## src/icw_pkg.sv

```systemverilog
// Package: constants for the cascaded interrupt command-word block.
// Assumes byte-wide host I/O writes and reads at the documented ports.
`default_nettype none
package icw_pkg;
    // Port addresses (low byte of the I/O address)
    localparam logic [7:0] MASTER_CMD_ADDR  = 8'h20;
    localparam logic [7:0] MASTER_MASK_ADDR = 8'h21;
    localparam logic [7:0] SLAVE_CMD_ADDR   = 8'hA0;
    localparam logic [7:0] SLAVE_MASK_ADDR  = 8'hA1;
    // Even-port word selection bits
    localparam int SEL_INIT_BIT = 4;
    localparam int SEL_OP3_BIT  = 3;
    // Fourth init word fields
    localparam int NEST_BIT = 4;
    localparam int AUTO_BIT = 1;
    // Command word fields
    localparam int FUNC_MSB  = 7;
    localparam int FUNC_LSB  = 5;
    localparam int LEVEL_MSB = 2;
    // Function codes
    localparam logic [2:0] FN_ROT_AUTO_OFF = 3'h0;
    localparam logic [2:0] FN_NONSPEC      = 3'h1;
    localparam logic [2:0] FN_NOP          = 3'h2;
    localparam logic [2:0] FN_SPEC         = 3'h3;
    localparam logic [2:0] FN_ROT_AUTO_ON  = 3'h4;
    localparam logic [2:0] FN_ROT_NONSPEC  = 3'h5;
    localparam logic [2:0] FN_SET_PRIO     = 3'h6;
    localparam logic [2:0] FN_ROT_SPEC     = 3'h7;
    // Reset values
    localparam logic [7:0] MASK_RESET   = 8'h00;
    localparam logic [2:0] LOWEST_RESET = 3'h7;
    // Slave request feeds this master input
    localparam int CASCADE_INPUT = 2;
    // Init sequence position after first word
    typedef enum logic [1:0] {
        ICW_IDLE, ICW_WAIT2, ICW_WAIT3, ICW_WAIT4
    } icw_init_t;
endpackage
`default_nettype wire

```

## src/icw_sync.sv

```systemverilog
// Two-flip-flop synchroniser for eight request pins.
// Assumes a single system clock with clock enable.
`default_nettype none
module icw_sync (
    input  wire logic       clk_i,
    input  wire logic       rst_i,
    input  wire logic       ce_i,
    input  wire logic [7:0] d_i,
    output logic      [7:0] q_o
);
    logic [7:0] meta_reg;

    // First stage read only by second stage
    always_ff @(posedge clk_i) begin
        if (rst_i) begin
            meta_reg <= 8'h00;
            q_o      <= 8'h00;
        end else if (ce_i) begin
            meta_reg <= d_i;
            q_o      <= meta_reg;
        end
    end
endmodule
`default_nettype wire

```

## src/icw_ctrl.sv

```systemverilog
// One controller: init sequencing, mask, in-service and command words.
// Assumes host strobes are synchronous one-cycle pulses on clk_i.
`default_nettype none
module icw_ctrl (
    input  wire logic       clk_i,
    input  wire logic       rst_i,
    input  wire logic       ce_i,
    input  wire logic       cmd_wr_i,
    input  wire logic       mask_wr_i,
    input  wire logic [7:0] wdata_i,
    input  wire logic       is_master_i,
    input  wire logic       ack_i,
    input  wire logic       ack2_end_i,
    input  wire logic [7:0] req_i,
    output logic      [7:0] mask_o,
    output logic      [7:0] in_service_o,
    output logic            int_o,
    output logic      [2:0] ack_level_o,
    output logic            multi_nest_o,
    output logic            auto_eos_o,
    output logic            rot_auto_o,
    output logic      [2:0] lowest_o
);
    icw_pkg::icw_init_t init_reg;
    logic [7:0] irr;
    logic [7:0] eligible;
    logic [2:0] hi_req;
    logic       hi_req_v;
    logic [2:0] hi_svc;
    logic       hi_svc_v;
    logic [2:0] fn;
    logic [2:0] lvl;
    logic       is_init;
    logic       is_op2;

    assign fn      = wdata_i[icw_pkg::FUNC_MSB:icw_pkg::FUNC_LSB];
    assign lvl     = wdata_i[icw_pkg::LEVEL_MSB:0];
    assign is_init = cmd_wr_i & wdata_i[icw_pkg::SEL_INIT_BIT];
    assign is_op2  = cmd_wr_i & ~wdata_i[icw_pkg::SEL_INIT_BIT]
                   & ~wdata_i[icw_pkg::SEL_OP3_BIT];

    // Priority scan from the input after the lowest one
    always_comb begin
        logic [2:0] idx;
        hi_req   = 3'h0;
        hi_req_v = 1'b0;
        hi_svc   = 3'h0;
        hi_svc_v = 1'b0;
        idx      = 3'h0;
        for (int k = 7; k >= 0; k--) begin
            idx = lowest_o + 3'(k + 1);
            if (in_service_o[idx]) begin
                hi_svc   = idx;
                hi_svc_v = 1'b1;
            end
            if (eligible[idx]) begin
                hi_req   = idx;
                hi_req_v = 1'b1;
            end
        end
    end

    // Masked requests; in-service blocks equal or lower priority
    always_comb begin
        irr      = req_i & ~mask_o;
        eligible = irr & ~in_service_o;
        // Nested requests on the cascade input pass when nesting enabled
        if (multi_nest_o && is_master_i) begin
            eligible[icw_pkg::CASCADE_INPUT] = irr[icw_pkg::CASCADE_INPUT];
        end
        if (hi_svc_v) begin
            for (int k = 0; k < 8; k++) begin
                if (3'(k) - lowest_o - 3'h1 >= hi_svc - lowest_o - 3'h1 &&
                    !(multi_nest_o && is_master_i &&
                      k == icw_pkg::CASCADE_INPUT &&
                      hi_svc == 3'(icw_pkg::CASCADE_INPUT))) begin
                    eligible[k] = 1'b0;
                end
            end
        end
    end

    // Initialization sequence tracking
    always_ff @(posedge clk_i) begin
        if (rst_i) begin
            init_reg <= icw_pkg::ICW_IDLE;
        end else if (ce_i) begin
            if (is_init) begin
                init_reg <= icw_pkg::ICW_WAIT2;
            end else if (mask_wr_i) begin
                case (init_reg)
                    icw_pkg::ICW_WAIT2: init_reg <= icw_pkg::ICW_WAIT3;
                    icw_pkg::ICW_WAIT3: init_reg <= icw_pkg::ICW_WAIT4;
                    icw_pkg::ICW_WAIT4: init_reg <= icw_pkg::ICW_IDLE;
                    default:            init_reg <= icw_pkg::ICW_IDLE;
                endcase
            end else if (cmd_wr_i) begin
                init_reg <= icw_pkg::ICW_IDLE;
            end
        end
    end

    // Fourth init word: only nesting and auto bits kept
    always_ff @(posedge clk_i) begin
        if (rst_i) begin
            multi_nest_o <= 1'b0;
            auto_eos_o   <= 1'b0;
        end else if (ce_i && mask_wr_i &&
                     init_reg == icw_pkg::ICW_WAIT4) begin
            multi_nest_o <= wdata_i[icw_pkg::NEST_BIT];
            auto_eos_o   <= wdata_i[icw_pkg::AUTO_BIT];
        end
    end

    // Mask word
    always_ff @(posedge clk_i) begin
        if (rst_i) begin
            mask_o <= icw_pkg::MASK_RESET;
        end else if (ce_i) begin
            if (is_init) begin
                mask_o <= icw_pkg::MASK_RESET;
            end else if (mask_wr_i && init_reg == icw_pkg::ICW_IDLE) begin
                mask_o <= wdata_i;
            end
        end
    end

    // In-service bits and rotation state
    always_ff @(posedge clk_i) begin
        if (rst_i) begin
            in_service_o <= 8'h00;
            rot_auto_o   <= 1'b0;
            lowest_o     <= icw_pkg::LOWEST_RESET;
            ack_level_o  <= 3'h0;
        end else if (ce_i) begin
            if (is_init) begin
                in_service_o <= 8'h00;
                rot_auto_o   <= 1'b0;
                lowest_o     <= icw_pkg::LOWEST_RESET;
            end else if (ack_i && hi_req_v) begin
                in_service_o[hi_req] <= 1'b1;
                ack_level_o          <= hi_req;
            end else if (ack2_end_i && auto_eos_o && hi_svc_v) begin
                in_service_o[hi_svc] <= 1'b0;
                if (rot_auto_o) begin
                    lowest_o <= hi_svc;
                end
            end else if (is_op2) begin
                case (fn)
                    icw_pkg::FN_ROT_AUTO_OFF: rot_auto_o <= 1'b0;
                    icw_pkg::FN_ROT_AUTO_ON:  rot_auto_o <= 1'b1;
                    icw_pkg::FN_NONSPEC: begin
                        if (hi_svc_v) begin
                            in_service_o[hi_svc] <= 1'b0;
                        end
                    end
                    icw_pkg::FN_ROT_NONSPEC: begin
                        if (hi_svc_v) begin
                            in_service_o[hi_svc] <= 1'b0;
                            lowest_o             <= hi_svc;
                        end
                    end
                    icw_pkg::FN_SPEC: begin
                        in_service_o[lvl] <= 1'b0;
                    end
                    icw_pkg::FN_SET_PRIO: begin
                        lowest_o <= lvl;
                    end
                    icw_pkg::FN_ROT_SPEC: begin
                        in_service_o[lvl] <= 1'b0;
                        lowest_o          <= lvl;
                    end
                    default: ;  // No operation
                endcase
            end
        end
    end

    // Request output
    always_ff @(posedge clk_i) begin
        if (rst_i) begin
            int_o <= 1'b0;
        end else if (ce_i) begin
            int_o <= hi_req_v & (init_reg == icw_pkg::ICW_IDLE);
        end
    end
endmodule
`default_nettype wire

```

## src/icw_top.sv

```systemverilog
// File holds the master/slave pair and the host port decode.
// Assumes host strobes synchronous to clk_i, request pins asynchronous.
`default_nettype none
module icw_top (
    input  wire logic        clk_i,
    input  wire logic        rst_i,
    input  wire logic        ce_i,
    input  wire logic [7:0]  addr_i,
    input  wire logic [7:0]  wdata_i,
    input  wire logic        wr_i,
    input  wire logic        rd_i,
    input  wire logic        ack_i,
    input  wire logic        ack2_end_i,
    input  wire logic [15:0] request_input_i,
    output logic      [7:0]  rdata_o,
    output logic             int_o,
    output logic      [7:0]  master_in_service_o,
    output logic      [7:0]  slave_in_service_o
);
    logic [15:0] req_sync;
    logic [7:0]  m_req;
    logic [7:0]  m_mask;
    logic [7:0]  s_mask;
    logic [7:0]  m_svc;
    logic [7:0]  s_svc;
    logic        m_int;
    logic        s_int;
    logic        s_ack;
    logic        s_ack2;

    // Request pins through two flip-flops
    icw_sync u_sync_m (
        .clk_i (clk_i),
        .rst_i (rst_i),
        .ce_i  (ce_i),
        .d_i   (request_input_i[7:0]),
        .q_o   (req_sync[7:0])
    );
    icw_sync u_sync_s (
        .clk_i (clk_i),
        .rst_i (rst_i),
        .ce_i  (ce_i),
        .d_i   (request_input_i[15:8]),
        .q_o   (req_sync[15:8])
    );

    // Slave request replaces master input 2
    always_comb begin
        m_req = req_sync[7:0];
        m_req[icw_pkg::CASCADE_INPUT] = s_int;
    end

    // Acknowledge goes to slave whenever the slave request output is high
    assign s_ack  = ack_i & m_int & ~s_int ? 1'b0 : ack_i & s_int;
    assign s_ack2 = ack2_end_i & (s_svc != 8'h00);

    icw_ctrl u_master (
        .clk_i        (clk_i),
        .rst_i        (rst_i),
        .ce_i         (ce_i),
        .cmd_wr_i     (wr_i && addr_i == icw_pkg::MASTER_CMD_ADDR),
        .mask_wr_i    (wr_i && addr_i == icw_pkg::MASTER_MASK_ADDR),
        .wdata_i      (wdata_i),
        .is_master_i  (1'b1),
        .ack_i        (ack_i),
        .ack2_end_i   (ack2_end_i),
        .req_i        (m_req),
        .mask_o       (m_mask),
        .in_service_o (m_svc),
        .int_o        (m_int),
        .ack_level_o  (),
        .multi_nest_o (),
        .auto_eos_o   (),
        .rot_auto_o   (),
        .lowest_o     ()
    );

    icw_ctrl u_slave (
        .clk_i        (clk_i),
        .rst_i        (rst_i),
        .ce_i         (ce_i),
        .cmd_wr_i     (wr_i && addr_i == icw_pkg::SLAVE_CMD_ADDR),
        .mask_wr_i    (wr_i && addr_i == icw_pkg::SLAVE_MASK_ADDR),
        .wdata_i      (wdata_i),
        .is_master_i  (1'b0),
        .ack_i        (s_ack),
        .ack2_end_i   (s_ack2),
        .req_i        (req_sync[15:8]),
        .mask_o       (s_mask),
        .in_service_o (s_svc),
        .int_o        (s_int),
        .ack_level_o  (),
        .multi_nest_o (),
        .auto_eos_o   (),
        .rot_auto_o   (),
        .lowest_o     ()
    );

    // Registered read data and outputs
    always_ff @(posedge clk_i) begin
        if (rst_i) begin
            rdata_o             <= 8'h00;
            int_o               <= 1'b0;
            master_in_service_o <= 8'h00;
            slave_in_service_o  <= 8'h00;
        end else if (ce_i) begin
            int_o               <= m_int;
            master_in_service_o <= m_svc;
            slave_in_service_o  <= s_svc;
            if (rd_i) begin
                case (addr_i)
                    icw_pkg::MASTER_MASK_ADDR: rdata_o <= m_mask;
                    icw_pkg::SLAVE_MASK_ADDR:  rdata_o <= s_mask;
                    default:                   rdata_o <= 8'h00;
                endcase
            end
        end
    end
endmodule
`default_nettype wire

```

## config.mk

```make
export PLATFORM = sky130hd
export DESIGN_NAME = icw_top
export DESIGN_NICKNAME = d
export VERILOG_FILES = /design/src/icw_pkg.sv /design/src/icw_sync.sv /design/src/icw_ctrl.sv /design/src/icw_top.sv
export SDC_FILE = /design/constraint.sdc
export NUM_CORES = 1
export LEC_CHECK = 0
export BUFFER_PORTS_ARGS = -buffer_cell sky130_fd_sc_hd__buf_2
export CAP_MARGIN = 20
export CORE_MARGIN = 2
export CORE_UTILIZATION = 57
export DETAILED_ROUTE_END_ITERATION = 8
export MAX_ROUTING_LAYER = met4
export PLACE_DENSITY = 0.79
export SLEW_MARGIN = 5
export SYNTH_ARGS = -nofsm -noshare
export SYNTH_HDL_FRONTEND = slang
export SYNTH_SLANG_ARGS = --single-unit
```

## constraint.sdc

```tcl
create_clock -name clk_i -period 8.8 [get_ports clk_i]
set_input_delay 0 -clock clk_i [delete_from_list [all_inputs] [get_ports clk_i]]
set_output_delay 0 -clock clk_i [all_outputs]
set_load 0.01 [all_outputs]
```

Yosys cells after proc, flatten, opt, wreduce, memory -nomap -nowiden
Cells that the tools add are included.
{"block": "op_classes", "addsub": 50, "order_cmp": 42, "n_eq_ne": 27, "muxes": 206, "n_bitwise": 32, "reduce_logical": 58}
{"operator": "$mux W3", "count": 44}
{"operator": "$mux W8", "count": 16}
{"operator": "$bmux W1 S3", "count": 32}
{"operator": "$mux W1", "count": 95}
{"operator": "$lt A3 B4 Y1 const B", "count": 21}
{"operator": "$and A8 B8 Y8", "count": 8}
{"operator": "$not A8 Y8", "count": 7}
{"operator": "$sub A3 B1 Y3 const B", "count": 18}
{"operator": "$ge A3 B3 Y1", "count": 16}
{"operator": "$pmux W8 S2", "count": 3}
{"operator": "$add A3 B3 Y3 const B", "count": 8}
{"operator": "$sub A3 B3 Y3 const A", "count": 8}
{"operator": "$logic_and A1 B1 Y1", "count": 23}
{"operator": "$reduce_bool A3 Y1", "count": 6}
{"operator": "$eq A8 B6 Y1 const B", "count": 2}
{"operator": "$eq A8 B8 Y1 const B", "count": 2}
{"operator": "$or A8 B8 Y8", "count": 2}
{"operator": "$reduce_bool A4 Y1", "count": 4}
{"operator": "$demux W1 S3", "count": 5}
{"operator": "$ge A3 B1 Y1 const B", "count": 5}
{"operator": "$add A3 B2 Y3 const B", "count": 4}
{"operator": "$and A1 B1 Y1", "count": 12}
{"operator": "$eq A3 B3 Y1 const B", "count": 4}
{"operator": "$mux W2", "count": 6}
{"operator": "27 further kinds", "count": 64}
{"block": "word_totals", "register_bits": 106, "in_bits": 39, "out_inout_bits": 25}

Longest topological paths before layout
{"block": "logic_depth", "word_depth": 33, "ltp_mapped": 34, "mapped_depth_nobuf": 27}

Hierarchy
A second synthesis with hierarchy kept.
{"block": "hier_totals", "cells_unflattened": 1348, "area_unflattened_um2": 11041.8}
{"module": "icw_ctrl (u_master)", "n_inst": 1, "cells_per_inst": 569, "area_per_inst_um2": 4443.0}
{"module": "icw_ctrl (u_slave)", "n_inst": 1, "cells_per_inst": 570, "area_per_inst_um2": 4386.7}
{"module": "icw_sync", "n_inst": 2, "cells_per_inst": 52, "area_per_inst_um2": 580.6}
{"module": "icw_top", "n_inst": 1, "cells_per_inst": 105, "area_per_inst_um2": 1051.0}

Worst setup path after synthesis
OpenSTA, ideal clock, no wires.
{"block": "synth_timing", "kind": "register to register", "start": "reg u_slave.lowest_o[1]", "end": "reg u_slave.in_service_o[0]", "t_arrival_ns": 8.113, "required_time_ns": 8.730, "setup_slack_ns": 0.617, "stages_incl_launch_ff": 33, "n_path_buf": 6, "path_cell_list": "dfxtp_1 -> clkbuf_1 -> buf_2 -> buf_2 -> clkinv_1 -> ha_1 -> buf_2 -> buf_2 -> mux2_2 -> mux4_2 -> or3_1 -> a41o_1 -> a31oi_1 -> nor2_1 -> a311oi_1 -> fa_1 -> a211o_1 -> o211ai_1 -> buf_2 -> xnor2_1 -> ha_1 -> inv_1 -> a41oi_1 -> a211oi_1 -> a21oi_1 -> a311oi_1 -> a21oi_1 -> mux2i_1 -> o32a_1 -> a2111oi_0 -> a311o_1 -> or4b_1 -> a21oi_1"}
{"block": "synth_via", "elab_chain_len": 32, "word_cells_on_any_way": 131}
{"item": "start: declaration", "line_no": "icw_ctrl.sv:22", "text": "output logic [2:0] lowest_o"}
{"item": "start signal: assignment", "line_no": "icw_ctrl.sv:133", "text": "lowest_o <= icw_pkg::LOWEST_RESET;"}
{"item": "start signal: assignment", "line_no": "icw_ctrl.sv:139", "text": "lowest_o <= icw_pkg::LOWEST_RESET;"}
{"item": "start signal: assignment", "line_no": "icw_ctrl.sv:146", "text": "lowest_o <= hi_svc;"}
{"item": "$add A3 B3 Y3 or $bmux W1 S3 (tied branches)", "line_no": "icw_ctrl.sv:51, icw_ctrl.sv:52"}
{"item": "$bmux W1 S3 or $mux W1 (tied branches)", "line_no": "icw_ctrl.sv:52", "text": "if (in_service_o[idx]) begin"}
{"item": "$mux W1 (not written as such) or $mux W3 (tied branches)", "line_no": "icw_ctrl.sv:52"}
{"item": "$mux W3 (7 in series)", "line_no": "icw_ctrl.sv:52"}
{"item": "$sub A3 B3 Y3", "line_no": "icw_ctrl.sv:73", "text": "if (3'(k) - lowest_o - 3'h1 >= hi_svc - lowest_o - 3'h1 &&"}
{"item": "$sub A3 B1 Y3", "line_no": "icw_ctrl.sv:73"}
{"item": "$ge A3 B3 Y1", "line_no": "icw_ctrl.sv:73"}
{"item": "$mux W1", "line_no": "icw_ctrl.sv:73"}
{"item": "[3 not listed]"}
{"item": "$mux W3 (8 in series)", "line_no": "icw_ctrl.sv:56", "text": "if (eligible[idx]) begin"}
{"item": "$lt A3 B4 Y1 (not written as such) or $ge A3 B1 Y1 (tied branches)", "line_no": "icw_ctrl.sv:141", "text": "in_service_o[hi_req] <= 1'b1;"}
{"item": "$logic_and A1 B1 Y1 (not written as such)", "line_no": "icw_ctrl.sv:141"}
{"item": "$mux W1 (not written as such)", "line_no": "icw_ctrl.sv:141"}
{"item": "$demux W1 S3"}
{"item": "$or A8 B8 Y8 (no line)"}
{"item": "$mux W8", "line_no": "icw_ctrl.sv:140", "text": "end else if (ack_i && hi_req_v) begin"}
{"item": "$mux W8", "line_no": "icw_ctrl.sv:136", "text": "if (is_init) begin"}
{"item": "end signal: assignment", "line_no": "icw_ctrl.sv:137", "text": "in_service_o <= 8'h00;"}
{"item": "end signal: indexed assignment", "line_no": "icw_ctrl.sv:141"}
{"item": "end signal: indexed assignment", "line_no": "icw_ctrl.sv:144", "text": "in_service_o[hi_svc] <= 1'b0;"}
{"item": "end: declaration", "line_no": "icw_ctrl.sv:16", "text": "output logic [7:0] in_service_o,"}
Several ways; a longest one is shown, not always the timed one. The select of a mux whose other input is x is not followed.
A chain may end at the register's enable or synchronous reset.

Worst setup path after layout
Ends and elaborated chain as after synthesis.

==> flow_metrics.env <==
export IMPL_synth_cell_type_count=108
export IMPL_ios=64
export IMPL_total_drc_errors_in_the_routed_layout=0
export IMPL_power_density_mw_per_mm2=132
export IMPL_setup_violations_final=0
export IMPL_regToRegStartpoint="u_slave.lowest_o[1]$_SDFFE_PP1P_"
export IMPL_fmax_mhz=122
export IMPL_seq_area_frac_synth_pct=20.6
export IMPL_wl_mm=32.2
export IMPL_post_route_ant_nets=0
export IMPL_fin_total_pwr_mw=1.45
export IMPL_groute_usage_overall_pct=35.5
export IMPL_synth_common_cells="sky130_fd_sc_hd__nor2_1, sky130_fd_sc_hd__dfxtp_1, sky130_fd_sc_hd__mux2i_1, sky130_fd_sc_hd__nand2_1, sky130_fd_sc_hd__a21oi_1"
export IMPL_initial_core_util_pct=58.4
export IMPL_floorplan_rows=48
export IMPL_place_detailed_hpwl_mm=23.0
export IMPL_netlist_instances=1259
export IMPL_clockRootBuffer="sky130_fd_sc_hd__clkbuf_16"
export IMPL_synthTopCellsByArea="sky130_fd_sc_hd__dfxtp_1, sky130_fd_sc_hd__mux2i_1, sky130_fd_sc_hd__mux4_2, sky130_fd_sc_hd__nor2_1, sky130_fd_sc_hd__ha_1"
export IMPL_fp_coreArea_mm2=0.0173
export IMPL_fin_crit_ps=8200
export IMPL_endpoint_kind="flip-flop"
export IMPL_routed_via_density=7.00
export IMPL_dieWidth_um=137
export IMPL_worst_slack_ps=600
export IMPL_placed_cell_area_mm2=0.0105
export IMPL_antenna_cells_inserted=0
export IMPL_cp_start_kind="flip-flop"
export IMPL_synth_edff_count=0
export IMPL_worst_skew_pair_late_latency_ps=360
export IMPL_maxCapViolations=0
export IMPL_place_ws_ps=817
export IMPL_postSynthRegisterBits=104
export IMPL_hold_startpoint="wdata_i[3]"
export IMPL_crit_path_top_delay_cell="sky130_fd_sc_hd__ha_1"
export IMPL_grt_overflow_total=0
export IMPL_critPathMaxFanout=17
export IMPL_hold_viol=0
export IMPL_fin_crit_sh_pct=93.2
export IMPL_cells_resized_by_post_cts_repair=0
export IMPL_synth_net_count=1331
export IMPL_min_path_type="input port to flip-flop"
export IMPL_synth_area_mm2=0.0101
export IMPL_wire_per_inst_um=21.4
export IMPL_clock_tree_htree_level_count=3
export IMPL_antenna_violations_before_repair=0
export IMPL_numClockSinks=104
export IMPL_first_global_vias=9547
export IMPL_fillerInstances=1509
export IMPL_finClkSkew_ps=15.3
export IMPL_worstMarginPinSlew_ps=930
export IMPL_yosysWarnings=0
export IMPL_data_arrival_time_at_the_worst_slack_endpoint_ps=8490
export IMPL_grt_pass1_wl_mm=50.9
export IMPL_dr_total_vias=10558
export IMPL_vdd_drop_max_mv=0.0998
export IMPL_async_reset_ff_share_pct=0
export IMPL_leakage_nw=4.28
export IMPL_synth_ff_type="sky130_fd_sc_hd__dfxtp_1"
export IMPL_crit_buf_inv=5
export IMPL_setup_tns_ps=0
export IMPL_setup_repair_after_global_routing_missed_its_margin="false"
export IMPL_finalNetCount=1352
export IMPL_areaGrowthSynthToFinish_pct=8.61
export IMPL_clk_transition_reported_paths_ps=70
export IMPL_hold_slack_ps=8.84
export IMPL_crit_path_max_incr_delay_ps=740
export IMPL_die_height_um=137
export IMPL_synth_largest_type_area_fraction_pct=20.6
export IMPL_slew_headroom_pct=38.0
export IMPL_status="completed"
export IMPL_globalplace_congestion=1.03
export IMPL_grt_start_max_net_pins=61
export IMPL_final_layout_size_suffix_gt1_share_pct=15.3
export IMPL_post_synth_top_area_cell="sky130_fd_sc_hd__dfxtp_1"
export IMPL_setup_worst_path_start="u_slave.lowest_o[1]$_SDFFE_PP1P_"
export IMPL_clock_tree_buffer_depth=2
export IMPL_drtIter0Drc=1142
export IMPL_finalInstanceArea_mm2=0.0110
export IMPL_timing_critical_path_required_ps=9090
export IMPL_portBuffers=62
export IMPL_drt_first_pass_iters=5
export IMPL_post_synthesis_area_per_instance_um2=8.03
export IMPL_die_area_mm2=0.0188
export IMPL_cts_inserted_buffers=9
export IMPL_finalMaxSlewViolations=0
export IMPL_crit_family="compound AO/OA/AOI/OAI gates"
export IMPL_critPathKind="flip-flop to flip-flop"
export IMPL_tritoncts="built"
export IMPL_yosys_cell_count_top_type="sky130_fd_sc_hd__nor2_1"
## through the flow
step	cells	util [%]
final	1509	63.4
after global routing	1509	63.4
after CTS	1509	63.4
after detailed placement	1477	60.6
after global placement	1477	60.6
after floorplan	1259	-
## repair_timing
action,4_1_cts,5_1_grt
hold endpoints to repair,17,0
setup buffers,0,0
hold buffers,17,0
## worst min-delay path: stages
cell,delay (ps)
sky130_fd_sc_hd__buf_2,150
sky130_fd_sc_hd__a22oi_1,100
sky130_fd_sc_hd__nor2_1,80
## metal layers
layer  GRT usage [%]  part of all wire (%)  vias up
met3            4.67                   7.6      125
met2            55.7                    47      549
met1            44.3                    40     5027
li1                -                     -     4857
met4            19.6                   5.6        0
met5               -                     0        -
## report_power, final
part	leakage [nW]	switching, mW	internal, mW
clock network	0.156	0.188	0.250
logic	3.28	0.307	0.193
registers	0.844	0.0260	0.487
total	4.28	0.521	0.930
## logic make-up after synthesis
kind of cell    count (synthesis)  share of synthesized area (%)
compound gates                403                           30.0
xor+xnor                        9                           1.21
flops                         104                           20.6
simple gates                  435                           21.2
buf+inv                       142                           5.65
fa+ha+maj                      33                           4.23
mux                           133                           17.2
## layout make-up
class                      count  area (µm²)  area share, %
multi-input combinational   1013        7450           67.9
inverter                      52         198           1.80
timing repair buffer         100         643           5.86
clock inverter                 6        91.3          0.832
tap                          225         282           2.57
sequential                   104        2080           19.0
clock buffer                   9         225           2.05
## path summary, 6_finish.rpt
check,endpoint,slack [ps],cells past startpoint
max reg2reg,u_slave.in_service_o[0]$_SDFFE_PP0P_,600,29
min,u_master.mask_o[3]$_SDFFE_PP0P_,9,3
min reg2reg,u_slave.auto_eos_o$_SDFFE_PP0P_,460,2
max,u_slave.in_service_o[0]$_SDFFE_PP0P_,600,29
## cell usage in the layout, fill, tap and decap left out, types with 18 or more instances in the layout
cell	Yosys	final
sky130_fd_sc_hd__nand2_1	82	82
sky130_fd_sc_hd__inv_1	44	44
sky130_fd_sc_hd__mux2i_1	84	84
sky130_fd_sc_hd__a31oi_1	18	18
sky130_fd_sc_hd__ha_1	31	31
sky130_fd_sc_hd__o21ai_0	36	36
sky130_fd_sc_hd__a211oi_1	24	24
sky130_fd_sc_hd__buf_4	1	23
sky130_fd_sc_hd__nand2b_1	24	24
sky130_fd_sc_hd__dfxtp_1	104	103
sky130_fd_sc_hd__a21oi_1	77	77
sky130_fd_sc_hd__nand3_1	34	34
sky130_fd_sc_hd__mux4_2	29	29
sky130_fd_sc_hd__a22oi_1	27	27
sky130_fd_sc_hd__mux2_2	18	18
sky130_fd_sc_hd__nor3_1	26	26
sky130_fd_sc_hd__buf_2	13	60
sky130_fd_sc_hd__and2_1	21	21
sky130_fd_sc_hd__nor2_1	160	160
(Power assumes the default switching activity.)
